==> config.mk <==
export PLATFORM = sky130hd
export DESIGN_NAME = rtsc_reference_control
export DESIGN_NICKNAME = d
export VERILOG_FILES = /design/src/rtl/rtsc_pkg.sv /design/src/rtl/rtsc_gain_decode.sv /design/src/rtl/rtsc_reference_control.sv
export VERILOG_INCLUDE_DIRS = /design/src /design/src/rtl
export SDC_FILE = /design/constraint.sdc
export NUM_CORES = 1
export LEC_CHECK = 0
export BUFFER_PORTS_ARGS = -buffer_cell sky130_fd_sc_hd__buf_2
export CORE_MARGIN = 4
export CORE_UTILIZATION = 32
export CTS_BUF_LIST = sky130_fd_sc_hd__clkbuf_4 sky130_fd_sc_hd__clkbuf_8
export CTS_CLUSTER_SIZE = 30
export DETAILED_ROUTE_END_ITERATION = 12
export GPL_TIMING_DRIVEN = 0
export PLACE_DENSITY = 0.81
export SLEW_MARGIN = 10
export SYNTH_ARGS = -nofsm -noshare
export SYNTH_HDL_FRONTEND = slang
export SYNTH_SLANG_ARGS = --single-unit
==> constraint.sdc <==
create_clock -name ref_clk -period 1.6 [get_ports ref_clk]
set_input_delay 0.4 -clock ref_clk [delete_from_list [all_inputs] [get_ports ref_clk]]
set_output_delay 0.4 -clock ref_clk [all_outputs]
set_load 0.1 [all_outputs]
==> src/rtl/rtsc_map.svh <==
// Register map and field positions of the reference control block
`ifndef RTSC_MAP_SVH
`define RTSC_MAP_SVH
`define RTSC_CTRL_ADDR 12'h90c
`define RTSC_ADDR_W 12
`define RTSC_CTRL_RESET 8'h00
`define RTSC_BIT_REF_EN 7
`define RTSC_BIT_READY 6
`define RTSC_BIT_TS_EN 5
`define RTSC_BIT_TS_RANGE 4
`define RTSC_CMP_HI 3
`define RTSC_CMP_LO 2
`define RTSC_CNV_HI 1
`define RTSC_CNV_LO 0
`define RTSC_HTRANS_NONSEQ 2'b10
`define RTSC_HTRANS_BIT 1
`define RTSC_HRESP_OKAY 1'b0
`define RTSC_SETTLE_MS 200
`define RTSC_CLK_MHZ 200
`endif

==> src/rtl/rtsc_pkg.sv <==
// Types of the reference control block
`default_nettype none
package rtsc_pkg;
  typedef enum logic [1:0] {
    RTSC_GAIN_OFF,
    RTSC_GAIN_X1,
    RTSC_GAIN_X2,
    RTSC_GAIN_X4
  } rtsc_gain_e;
  typedef struct packed {
    logic refEnable;
    logic tempSenseEnable;
    logic tempSenseRange;
    rtsc_gain_e comparatorGain;
    rtsc_gain_e converterGain;
  } rtsc_analog_s;
endpackage
`default_nettype wire

==> src/rtl/rtsc_gain_decode.sv <==
// Decoder of one two-bit buffer gain field
`timescale 1ns/1ps
`default_nettype none
module rtsc_gain_decode (
  input wire logic [1:0] field,
  output rtsc_pkg::rtsc_gain_e gain,
  output logic bufferOn
);
  always_comb begin
    unique case (field)
      2'h3: gain = rtsc_pkg::RTSC_GAIN_X4;
      2'h2: gain = rtsc_pkg::RTSC_GAIN_X2;
      2'h1: gain = rtsc_pkg::RTSC_GAIN_X1;
      2'h0: gain = rtsc_pkg::RTSC_GAIN_OFF;
    endcase
  end
  assign bufferOn = (field != 2'h0);
endmodule
`default_nettype wire

==> src/rtl/rtsc_reference_control.sv <==
// AHB-Lite slave holding the reference and temperature sense control
`timescale 1ns/1ps
`default_nettype none
`include "rtsc_map.svh"
// Behaviour
// - Reference enable output follows control bit 7.
// - Ready flag bit 6 always reads one; writes ignored.
// - Temperature sense enable output follows control bit 5.
// - Bit 4 selects high range when one, low range when zero.
// - Bits 3:2 give comparator buffer gain 4x, 2x, 1x or off.
// - Bits 1:0 give converter buffer gain 4x, 2x, 1x or off.
module rtsc_reference_control (
  input wire logic ref_clk,
  input wire logic reset,
  input wire logic hsel,
  input wire logic [31:0] haddr,
  input wire logic [1:0] htrans,
  input wire logic hwrite,
  input wire logic [2:0] hsize,
  input wire logic [31:0] hwdata,
  input wire logic hready,
  output logic [31:0] hrdata,
  output logic hreadyout,
  output logic hresp,
  output rtsc_pkg::rtsc_analog_s analogCtrl,
  output logic comparatorBufferOn,
  output logic converterBufferOn
);
  // ----------------------------------------------------------------
  // Address phase capture
  // ----------------------------------------------------------------
  logic wrPend_q;
  logic rdPend_q;
  logic hit;
  logic [7:0] ctrl_q;
  logic [7:0] readValue;

  function automatic logic addrHit(input logic [31:0] a);
    addrHit = (a[31:`RTSC_ADDR_W] == '0) &&
              (a[`RTSC_ADDR_W-1:0] == `RTSC_CTRL_ADDR);
  endfunction

  assign hit = hsel && hready && htrans[`RTSC_HTRANS_BIT] && addrHit(haddr);

  always_ff @(posedge ref_clk) begin
    if (reset) begin
      wrPend_q <= 1'b0;
      rdPend_q <= 1'b0;
    end else begin
      wrPend_q <= hit && hwrite;
      rdPend_q <= hit && !hwrite;
    end
  end

  // ----------------------------------------------------------------
  // Control register
  // ----------------------------------------------------------------
  always_ff @(posedge ref_clk) begin
    if (reset) begin
      ctrl_q <= `RTSC_CTRL_RESET;
    end else if (wrPend_q) begin
      ctrl_q <= hwdata[7:0];
    end
  end

  always_comb begin
    readValue = wrPend_q ? hwdata[7:0] : ctrl_q;
    readValue[`RTSC_BIT_READY] = 1'b1;
  end

  always_ff @(posedge ref_clk) begin
    if (reset) begin
      hrdata <= 32'h00000000;
    end else if (hit && !hwrite) begin
      hrdata <= {24'h000000, readValue};
    end else begin
      hrdata <= 32'h00000000;
    end
  end

  assign hreadyout = 1'b1;
  assign hresp = `RTSC_HRESP_OKAY;

  // ----------------------------------------------------------------
  // Analog controls
  // ----------------------------------------------------------------
  rtsc_pkg::rtsc_gain_e cmpGain;
  rtsc_pkg::rtsc_gain_e cnvGain;

  rtsc_gain_decode u_cmp_decode (
    .field(ctrl_q[`RTSC_CMP_HI:`RTSC_CMP_LO]),
    .gain(cmpGain),
    .bufferOn(comparatorBufferOn)
  );

  rtsc_gain_decode u_cnv_decode (
    .field(ctrl_q[`RTSC_CNV_HI:`RTSC_CNV_LO]),
    .gain(cnvGain),
    .bufferOn(converterBufferOn)
  );

  always_comb begin
    analogCtrl.refEnable = ctrl_q[`RTSC_BIT_REF_EN];
    analogCtrl.tempSenseEnable = ctrl_q[`RTSC_BIT_TS_EN];
    analogCtrl.tempSenseRange = ctrl_q[`RTSC_BIT_TS_RANGE];
    analogCtrl.comparatorGain = cmpGain;
    analogCtrl.converterGain = cnvGain;
  end

  // ----------------------------------------------------------------
  // Assertions: register and bus
  // ----------------------------------------------------------------
  a_ref_enable: assert property (@(posedge ref_clk)
    disable iff (reset) wrPend_q |=>
      analogCtrl.refEnable == $past(hwdata[`RTSC_BIT_REF_EN]))
    else $error("reference enable does not follow write");
  a_ready_one: assert property (@(posedge ref_clk)
    disable iff (reset)
      rdPend_q |-> hrdata[`RTSC_BIT_READY])
    else $error("ready flag read as zero");
  a_ts_enable: assert property (@(posedge ref_clk)
    disable iff (reset) wrPend_q |=>
      analogCtrl.tempSenseEnable == $past(hwdata[`RTSC_BIT_TS_EN]))
    else $error("temp sense enable does not follow write");
  a_ts_range: assert property (@(posedge ref_clk)
    disable iff (reset) wrPend_q |=>
      analogCtrl.tempSenseRange == $past(hwdata[`RTSC_BIT_TS_RANGE]))
    else $error("range select does not follow write");
  a_read_value: assert property (@(posedge ref_clk)
    disable iff (reset) rdPend_q |-> hrdata[31:8] == 24'h000000 &&
      hrdata[`RTSC_BIT_TS_EN:0] == ctrl_q[`RTSC_BIT_TS_EN:0] &&
      hrdata[`RTSC_BIT_REF_EN] == ctrl_q[`RTSC_BIT_REF_EN])
    else $error("read data mismatch");
  a_read_quiet: assert property (@(posedge ref_clk)
    disable iff (reset)
      !wrPend_q |=> $stable(ctrl_q))
    else $error("control changed without write");
  a_struct_hold: assert property (@(posedge ref_clk)
    disable iff (reset)
      !wrPend_q |=> $stable(analogCtrl))
    else $error("analog controls changed without write");
  a_rdata_idle: assert property (@(posedge ref_clk)
    disable iff (reset)
      !rdPend_q |-> hrdata == 32'h00000000)
    else $error("read data not zero outside read phase");
  a_read_forward: assert property (@(posedge ref_clk)
    disable iff (reset) wrPend_q && hit && !hwrite |=>
      hrdata[`RTSC_BIT_REF_EN] == $past(hwdata[`RTSC_BIT_REF_EN]))
    else $error("read after write returned stale data");
  a_reset_clear: assert property (@(posedge ref_clk)
    reset |=>
      ctrl_q == `RTSC_CTRL_RESET && hrdata == 32'h00000000)
    else $error("reset did not clear control");

  // ----------------------------------------------------------------
  // Assertions: gain decode
  // ----------------------------------------------------------------
  logic [1:0] wrCmpField;
  logic [1:0] wrCnvField;
  assign wrCmpField = hwdata[`RTSC_CMP_HI:`RTSC_CMP_LO];
  assign wrCnvField = hwdata[`RTSC_CNV_HI:`RTSC_CNV_LO];

  a_cmp_gain: assert property (@(posedge ref_clk)
    disable iff (reset) wrPend_q && wrCmpField == 2'h3 |=>
      analogCtrl.comparatorGain == rtsc_pkg::RTSC_GAIN_X4)
    else $error("comparator gain decode wrong");
  a_cmp_x2: assert property (@(posedge ref_clk)
    disable iff (reset) wrPend_q && wrCmpField == 2'h2 |=>
      analogCtrl.comparatorGain == rtsc_pkg::RTSC_GAIN_X2)
    else $error("comparator gain not two times");
  a_cmp_x1: assert property (@(posedge ref_clk)
    disable iff (reset) wrPend_q && wrCmpField == 2'h1 |=>
      analogCtrl.comparatorGain == rtsc_pkg::RTSC_GAIN_X1)
    else $error("comparator gain not unity");
  a_cmp_zero: assert property (@(posedge ref_clk)
    disable iff (reset) wrPend_q && wrCmpField == 2'h0 |=>
      analogCtrl.comparatorGain == rtsc_pkg::RTSC_GAIN_OFF &&
      !comparatorBufferOn)
    else $error("comparator buffer not switched off");
  a_cmp_off: assert property (@(posedge ref_clk)
    disable iff (reset)
      comparatorBufferOn == (ctrl_q[`RTSC_CMP_HI:`RTSC_CMP_LO] != 2'h0))
    else $error("comparator buffer on wrong");
  a_cmp_on: assert property (@(posedge ref_clk)
    disable iff (reset) wrPend_q |=>
      comparatorBufferOn == ($past(wrCmpField) != 2'h0))
    else $error("comparator buffer state does not follow write");
  a_cnv_gain: assert property (@(posedge ref_clk)
    disable iff (reset) wrPend_q && wrCnvField == 2'h2 |=>
      analogCtrl.converterGain == rtsc_pkg::RTSC_GAIN_X2)
    else $error("converter gain decode wrong");
  a_cnv_x4: assert property (@(posedge ref_clk)
    disable iff (reset) wrPend_q && wrCnvField == 2'h3 |=>
      analogCtrl.converterGain == rtsc_pkg::RTSC_GAIN_X4)
    else $error("converter gain not four times");
  a_cnv_x1: assert property (@(posedge ref_clk)
    disable iff (reset) wrPend_q && wrCnvField == 2'h1 |=>
      analogCtrl.converterGain == rtsc_pkg::RTSC_GAIN_X1)
    else $error("converter gain not unity");
  a_cnv_zero: assert property (@(posedge ref_clk)
    disable iff (reset) wrPend_q && wrCnvField == 2'h0 |=>
      analogCtrl.converterGain == rtsc_pkg::RTSC_GAIN_OFF &&
      !converterBufferOn)
    else $error("converter buffer not switched off");
  a_cnv_off: assert property (@(posedge ref_clk)
    disable iff (reset)
      converterBufferOn == (ctrl_q[`RTSC_CNV_HI:`RTSC_CNV_LO] != 2'h0))
    else $error("converter buffer on wrong");
  a_cnv_on: assert property (@(posedge ref_clk)
    disable iff (reset) wrPend_q |=>
      converterBufferOn == ($past(wrCnvField) != 2'h0))
    else $error("converter buffer state does not follow write");

  // ----------------------------------------------------------------
  // Cover points
  // ----------------------------------------------------------------
  c_write: cover property (@(posedge ref_clk) disable iff (reset)
    wrPend_q);
  c_read: cover property (@(posedge ref_clk) disable iff (reset)
    rdPend_q);
  c_ref_on: cover property (@(posedge ref_clk) disable iff (reset)
    $rose(analogCtrl.refEnable));
  c_wr_rd: cover property (@(posedge ref_clk) disable iff (reset)
    wrPend_q ##1 rdPend_q);
  c_ts_high: cover property (@(posedge ref_clk) disable iff (reset)
    analogCtrl.tempSenseEnable && analogCtrl.tempSenseRange);
endmodule
`default_nettype wire

==> results.toml, run 1 <==
[floorplanning]
num_rows = 19
initial_utilization_pct = 33.4
dieWidth_um = 61.4
core_um2 = 2730
die_h_um = 61.4
die_area_um2 = 3770
ios = 117

[drt]
wl_mm = 2.07
num_vias = 876
ant_nets = 0
drc = 0
wl_per_cell_um = 9.44
dr.pass1.iters = 4
avgViaCountPerCell = 4.00
drtIter0Drc = 10

[timing]
drv_slew = 0
min_period_ps = 1540
rsz0062_at_grt = "no"
setup_viol = 0
hold_viol_final = 0
timing.final.crit_share_pct = 96.1
fmax_mhz = 650
clock_skew_ps = 3.82
finalSetupTns_ps = 0

[placement]
numPortBuffers = 61
place_hpwl_mm = 1.83
gp_congestion = 0.662

[clocking]
cts_buffers = 3
path_clk_slew_ps = 90
cts-root-buf = "clkbuf_4"
cts_hold_buf = 0
cts.sinks = 16
clock_latency_ps = 280
cts_buffer_depth = 2
htree_levels = 1
cts_tree = "yes"

[logic_synthesis]
synth_area_um2 = 912
synth_area_per_cell_um2 = 9.21
synth-async-reset-ratio_pct = 0
yosys.area.top_type_share_pct = 35.1
yosysTopAreaCell = "dfxtp_1"
synth_enable_flop_cells = 0
ys_seq_area_share_pct = 35.1
synth-seq-cells = 16
yosysWarnings = 0
ys.flop_type = "dfxtp_1"
synth_area_leaders = "dfxtp_1 (35%), buf_4 (24%), nor4_1 (6.2%)"
synth_cell_types = 22
synth_cells = 99

[cells_and_area]
area_growth_pct = 52.1
num_antenna_cells = 0
fillers = 286
final_common_cell = "buf_2"
fin_nets = 263
drive_gt1_share_pct = 55.3
final_cell_mix = "buf_2 (60), buf_4 (31), conb_1 (26)"

[worst_setup_path]
crit_chain = "clkbuf_1 > buf_2"
path_max_fanout = 3
cp_slowest_stage_delay_ps = 410
worst-path-stages = 2
worstPathArrival_ps = 1140
worst-path-buf-inv = 2
cp_top_family = "buffers and inverters"
crit_slowest_cell = "buf_2"
cp.required_ps = 1200
reg2regPathDepth = 3
path_class = "register to output port"
end_kind = "output port"
worst_setup_path_start_kind = "register"

[global_route]
track_usage_pct = 10.8
grt_pass1_vias = 742
grt_pass1_wl_mm = 2.97
antenna_found_initial = 0
grt_max_degree = 11
grt-ovfl-total = 0

[status]
status = "complete, no violations"

[power]
power.total_uw = 1050
power_density_nw_per_um2 = 756
ir_worst_vdd_v = 0.000460
power_leakage_uw = 0.000766

[run]
max_cap_viol_count = 0

[hold_path]
min_path_cells = 3
min_path_type = "input port to register"
cell families (layout without fill, tap and decap cells):
group / Yosys count / count (layout) / synth area share [%]
other cells: 2 / 26 / 0.823
flops: 16 / 16 / 35.1
simple gates: 39 / 39 / 29.4
buf+inv: 35 / 100 / 26.5
mux: 7 / 7 / 8.23
Yosys cell counts (2+ instances only):
master    number
dfxtp_1       16
nand2_1        5
mux2i_1        3
conb_1         2
nor4_1         9
nor2_1         4
clkbuf_1       5
buf_4         29
or2_2          2
nor3_1         3
mux2_2         4
nor2b_1        4
nor4b_1        4
per-layer routing:
layer,part of all wire (%),global-route usage [%]
met5,0,0
met4,0.34,1.82
met3,14,6.50
met2,50,18.0
met1,35,12.0
final cells by class:
type                            instances  area (um2)  area share, %
Timing Repair Buffer                   61         310           22.4
Buffer                                 35         241           17.4
Clock buffer                            4        36.3           2.61
Sequential cell                        16         320           23.1
Tap cell                               31        38.8           2.80
Multi-Input combinational cell         72         440           31.7
through the flow:
step                      util [%]  std cells  hold WS (ps)  area, um2  setup WS (ps)
after floorplan                  -        123           480       1000           41.0
final                         50.8        219           378       1390           61.8
after global routing          50.8        219           380       1390           3.56
after detailed placement      49.2        215           522       1350           17.9
after global placement        49.2        215           509       1350           28.2
after CTS                     50.7        219           377       1390           9.92
final timing paths:
check	startpoint	slack, ps	endpoint
max	ctrl_q[0]	60	analogCtrl[0]
min	hwdata[4]	380	ctrl_q[4]
max reg2reg	wrPend_q	470	ctrl_q[2]
min reg2reg	ctrl_q[7]	540	ctrl_q[7]
where the power goes:
group	switching [uW]	internal [uW]	leakage [uW]
sequential	0.000000000661	398	0.000129
clock	125	139	0.0000210
combinational	299	88.9	0.000616
flip-flops by register name (all words and copies together), names as in the netlist:
name	count
ctrl_q	7
hrdata	8
wrPend_q	1
timing repair:
item                       4_1_cts  5_1_grt
resized for setup                1        2
setup endpoints to repair        1        1
setup buffers                    0        0
cloned                           0        0
worst min-delay path, cell delays in order:
cell and delay [ps]:
buf_2 70, mux2i_1 80, nor2_1 80
Note: power is estimated with default switching activity, not from simulation.
==> run 2, diff against run 1 <==
Settings changed: CORE_UTILIZATION 32 to 35, PLACE_DENSITY 0.81 to 0.87.
Clock period 1.6 ns to 1.95 ns, I/O delays scaled along.
==> results.toml, run 2 (same netlist as run 1, synthesis figures left out) <==
[status]
status = "complete, no violations"

[global_route]
grt-ovfl-total = 0
grt_pass1_wl_mm = 3.20
grt_pass1_vias = 800
track_usage_pct = 12.0
grt_max_degree = 11
antenna_found_initial = 0

[clocking]
cts_hold_buf = 0
htree_levels = 1
cts_buffer_depth = 2
path_clk_slew_ps = 90
cts_tree = "yes"
postCtsResizedCells = 0
clock_latency_ps = 280
cts_buffers = 3
cts-root-buf = "clkbuf_4"
cts.sinks = 16
cts_setup_buffers = 0

[cells_and_area]
final_cell_mix = "buf_2 (62), buf_4 (29), conb_1 (26)"
area_growth_pct = 51.4
num_antenna_cells = 0
top_regs = "hrdata: 8 flops, ctrl_q: 7 flops, wrPend_q: 1 flops"
drive_gt1_share_pct = 55.3
top_register = "hrdata"
largest_register_ffs = 8
fillers = 237
finish.utilization_pct = 55.8
final_common_cell = "buf_2"
fin_nets = 263

[hold_path]
min_path_type = "input port to register"

[worst_setup_path]
end_kind = "output port"
worstPathArrival_ps = 1190
worst_setup_path_start_kind = "register"
path_class = "register to output port"
path_max_fanout = 3
cp.required_ps = 1460

[timing]
timing.final.crit_share_pct = 86.1
rsz0062_at_grt = "no"
setup_viol = 0
finalSetupTns_ps = 0
min_period_ps = 1680
hold_viol_final = 0
drv_slew = 0
fmax_mhz = 596
clock_skew_ps = 0.522

[placement]
gp_congestion = 0.693
numPortBuffers = 61

[run]
max_cap_viol_count = 0

[drt]
drc = 0
avgViaCountPerCell = 4.04
wl_mm = 2.08
wl_per_cell_um = 9.56
drtIter0Drc = 11
dr.pass1.iters = 4
num_vias = 880
ant_nets = 0

[power]
power_frac_seq_pct = 38.0
power_density_nw_per_um2 = 621
internal_power_uw = 513
swShare_pct = 40.2
power_leakage_uw = 0.000766
ir_worst_vdd_v = 0.000357
clock_power_share_pct = 24.9
power_frac_comb_pct = 37.1
power.net_switching_uw = 345

[floorplanning]
dieWidth_um = 59.1
core_um2 = 2480
num_rows = 18
die_area_um2 = 3490
ios = 117
die_h_um = 59.1
initial_utilization_pct = 36.8
[run 2: path summary, 6_finish.rpt]
kind,from,endpoint,slack [ps],cells past startpoint
max reg2reg,wrPend_q,ctrl_q[2],840,3
min reg2reg,ctrl_q[7],ctrl_q[7],530,2
min,hwdata[7],ctrl_q[7],460,3
max,ctrl_q[2],comparatorBufferOn,270,2
[run 2: area by class of cell]
| class | count | area, um2 | share of cell area (%) |
|---|---|---|---|
| Buffer | 35 | 241 | 17.5 |
| Clock buffer | 4 | 36.3 | 2.63 |
| Multi-Input combinational cell | 72 | 440 | 31.9 |
| Sequential cell | 16 | 320 | 23.2 |
| Tap cell | 30 | 37.5 | 2.72 |
| Timing Repair Buffer | 61 | 305 | 22.1 |
[run 2: worst max-delay path, cell delays in order (launching register included)]
cell and delay, ps:
dfxtp_1 330, or2_2 290, buf_2 290
[run 2: power groups by stage]
stage | clock [uW] | combinational [uW] | sequential [uW]
6_report | 213 | 318 | 326
5_1_grt | 233 | 331 | 327
4_1_cts | 215 | 316 | 326
3_5_place_dp | 0 | 316 | 334
3_3_place_gp | 0 | 314 | 334
2_1_floorplan | 0 | 269 | 334
[run 2: metrics by stage]
stage	instance area (um2)	power (uW)	setup WS, ps	std cells	hold slack [ps]
finish	1380	858	271	218	463
global route	1380	891	221	218	491
CTS	1380	857	257	218	463
detailed placement	1350	650	278	214	508
global placement	1350	649	319	214	503
floorplan	1000	603	304	123	480
[run 2: metal layers]
metal	routed length [um]	global-route usage, %
met1	759	13.4
met2	942	19.9
met3	346	3.70
met4	36	6.80
met5	0	0
==> run 3, diff against run 2 <==
Settings changed: ABC_AREA set to 1, PLACE_DENSITY 0.87 to 0.88.
==> results.toml, run 3 <==
[worst_setup_path]
crit_chain = "or2_2 > buf_2"
rr_endpoint = "hrdata[7]"
cp_top_family = "flip-flops"
path_max_fanout = 3
cp_slowest_stage_delay_ps = 330
r2r_start = "wrPend_q"
worstPathArrival_ps = 1170
worst-path-buf-inv = 1
worst_setup_path_start_kind = "register"
end_kind = "output port"
reg2regPathDepth = 3
cp.required_ps = 1460
path_class = "register to output port"
crit_slowest_cell = "dfxtp_1"
rrSetupSlack_ps = 960

[hold_path]
min_path_cells = 3
whs_endpoint = "wrPend_q"
min_from = "hwrite"
min_path_type = "input port to register"

[drt]
avgViaCountPerCell = 3.71
drtIter0Drc = 8
wl_mm = 1.96
drc = 0
dr.pass1.iters = 2
num_vias = 887
ant_nets = 0
wl_per_cell_um = 8.19

[global_route]
grt_max_degree = 10
grt-ovfl-total = 0
grt_pass1_vias = 834
track_usage_pct = 11.2
grt_pass1_wl_mm = 3.08
antenna_found_initial = 0

[logic_synthesis]
yosysWarnings = 0
synth_cell_types = 14
synth_area_um2 = 906
synth_area_per_cell_um2 = 7.43
synth-async-reset-ratio_pct = 0
synth_top_family_by_area = "buffers and inverters"
yosysMostFrequentCell = "nor2_1"
synth_xor_xnor_area_share_pct = 0
synth_area_leaders = "dfxtp_1 (35%), buf_4 (24%), nor2_1 (14%)"
muxShareOfSynthArea_pct = 7.73
synth-seq-cells = 16
ys.flop_type = "dfxtp_1"
yosys.area.top_type_share_pct = 35.4
synthAdderAreaFrac_pct = 0
yosysTopAreaCell = "dfxtp_1"
synth_cells = 122
synth_common_cells = "nor2_1 (33), buf_4 (29), dfxtp_1 (16)"
synth-compound-area-share_pct = 0
synth_enable_flop_cells = 0
synthSimpleGateAreaFrac_pct = 26.1
ys_seq_area_share_pct = 35.4

[clocking]
cts-root-buf = "clkbuf_4"
cts_hold_buf = 0
cts.sinks = 16
path_clk_slew_ps = 80
cts_buffer_depth = 2
clock_latency_ps = 260
postCtsResizedCells = 0
cts_setup_buffers = 0
cts_tree = "yes"
htree_levels = 1
cts_buffers = 3

[floorplanning]
die_area_um2 = 3470
ios = 117
dieWidth_um = 58.9
initial_utilization_pct = 36.6
die_h_um = 58.9
core_um2 = 2480
num_rows = 18

[status]
status = "complete, no violations"

[timing]
fmax_mhz = 604
min_period_ps = 1660
finalSetupTns_ps = 0
drv_slew = 0
hold_viol_final = 0
setup_viol = 0
clock_skew_ps = 2.59
rsz0062_at_grt = "no"
timing.final.crit_share_pct = 85.0

[placement]
gp_congestion = 0.703
place_area_um2 = 1330
place_hpwl_mm = 1.79
numPortBuffers = 60

[cells_and_area]
area_growth_pct = 49.7
finalInstanceArea_um2 = 1360
final_cell_mix = "buf_2 (61), nor2_1 (33), buf_4 (29)"
fin_nets = 285
top_regs = "hrdata: 8 flops, ctrl_q: 7 flops, wrPend_q: 1 flops"
top_register = "hrdata"
drive_gt1_share_pct = 47.4
final_common_cell = "buf_2"
largest_register_ffs = 8
num_antenna_cells = 0

[power]
ir_worst_vdd_v = 0.000354
power_density_nw_per_um2 = 589
power_leakage_uw = 0.000792

[run]
max_cap_viol_count = 0
==> run 3: changes by cell type in the layout (fill, tap and decap cells not counted), moves of 2 or more <==
cell     change
nor4b_1      -4
inv_1        +8
nand2_1      +9
nor4_1       -9
nor3_1       -3
nor2_2       +2
nor2_1      +29
nor2b_1      -4
mux2i_1      +4
mux2_2       -4
==> run 3: cells by family (layout without fill, tap and decap cells) <==
family	count (synthesis)	count (layout)
AND/OR/NAND/NOR	54	54
other	2	26
buffers and inverters	43	106
flip-flops	16	16
multiplexers	7	7
==> run 3: power by group <==
group	total [uW]	leakage (uW)	switching [uW]	internal, uW
clock	153	0.0000138	81.8	71.2
combinational	320	0.000649	247	72.9
sequential	326	0.000129	0.00000000126	326
==> run 3: worst reg2reg max path, delay by kind of cell (launching register included) <==
family | cells | cell delay, ps
DFF | 1 | 300
muxes | 1 | 280
buffers and inverters | 1 | 230
and+or+nand+nor | 1 | 80
==> run 3: how the worst max path moves through the flow <==
stage	start	to	slack (ps)	cells past startpoint
6_report	ctrl_q[0]	converterBufferOn	290	2
5_1_grt	ctrl_q[0]	converterBufferOn	230	2
4_1_cts	ctrl_q[0]	converterBufferOn	280	2
3_5_place_dp	haddr[22]	hrdata[1]	570	8
3_3_place_gp	ctrl_q[0]	converterBufferOn	590	2
2_1_floorplan	ctrl_q[0]	analogCtrl[0]	300	1
==> run 3: final cells by class <==
type	count	area [um2]
Tap cell	30	37.5
Clock buffer	3	22.5
Fill cell	245	1120
Timing Repair Buffer	60	300
Multi-Input combinational cell	87	404
Sequential cell	16	320
Buffer	35	241
Inverter	8	30.0
==> run 3: through the flow <==
stage	util [%]	hold WS, ps	instances	worst slack, ps	power [uW]
floorplan	-	482	146	300	608
global placement	53.8	496	236	586	650
detailed placement	53.8	512	236	572	652
CTS	54.7	455	239	280	806
global route	54.7	466	239	234	837
finish	54.7	462	239	293	799
==> run 3: layer usage <==
metal	vias up	part of all wire, %	GRT usage, %
li1	479	-	-
met1	362	34	11.0
met2	44	53	22.4
met3	2	11	3.07
met4	0	1.2	2.91
met5	-	0	0
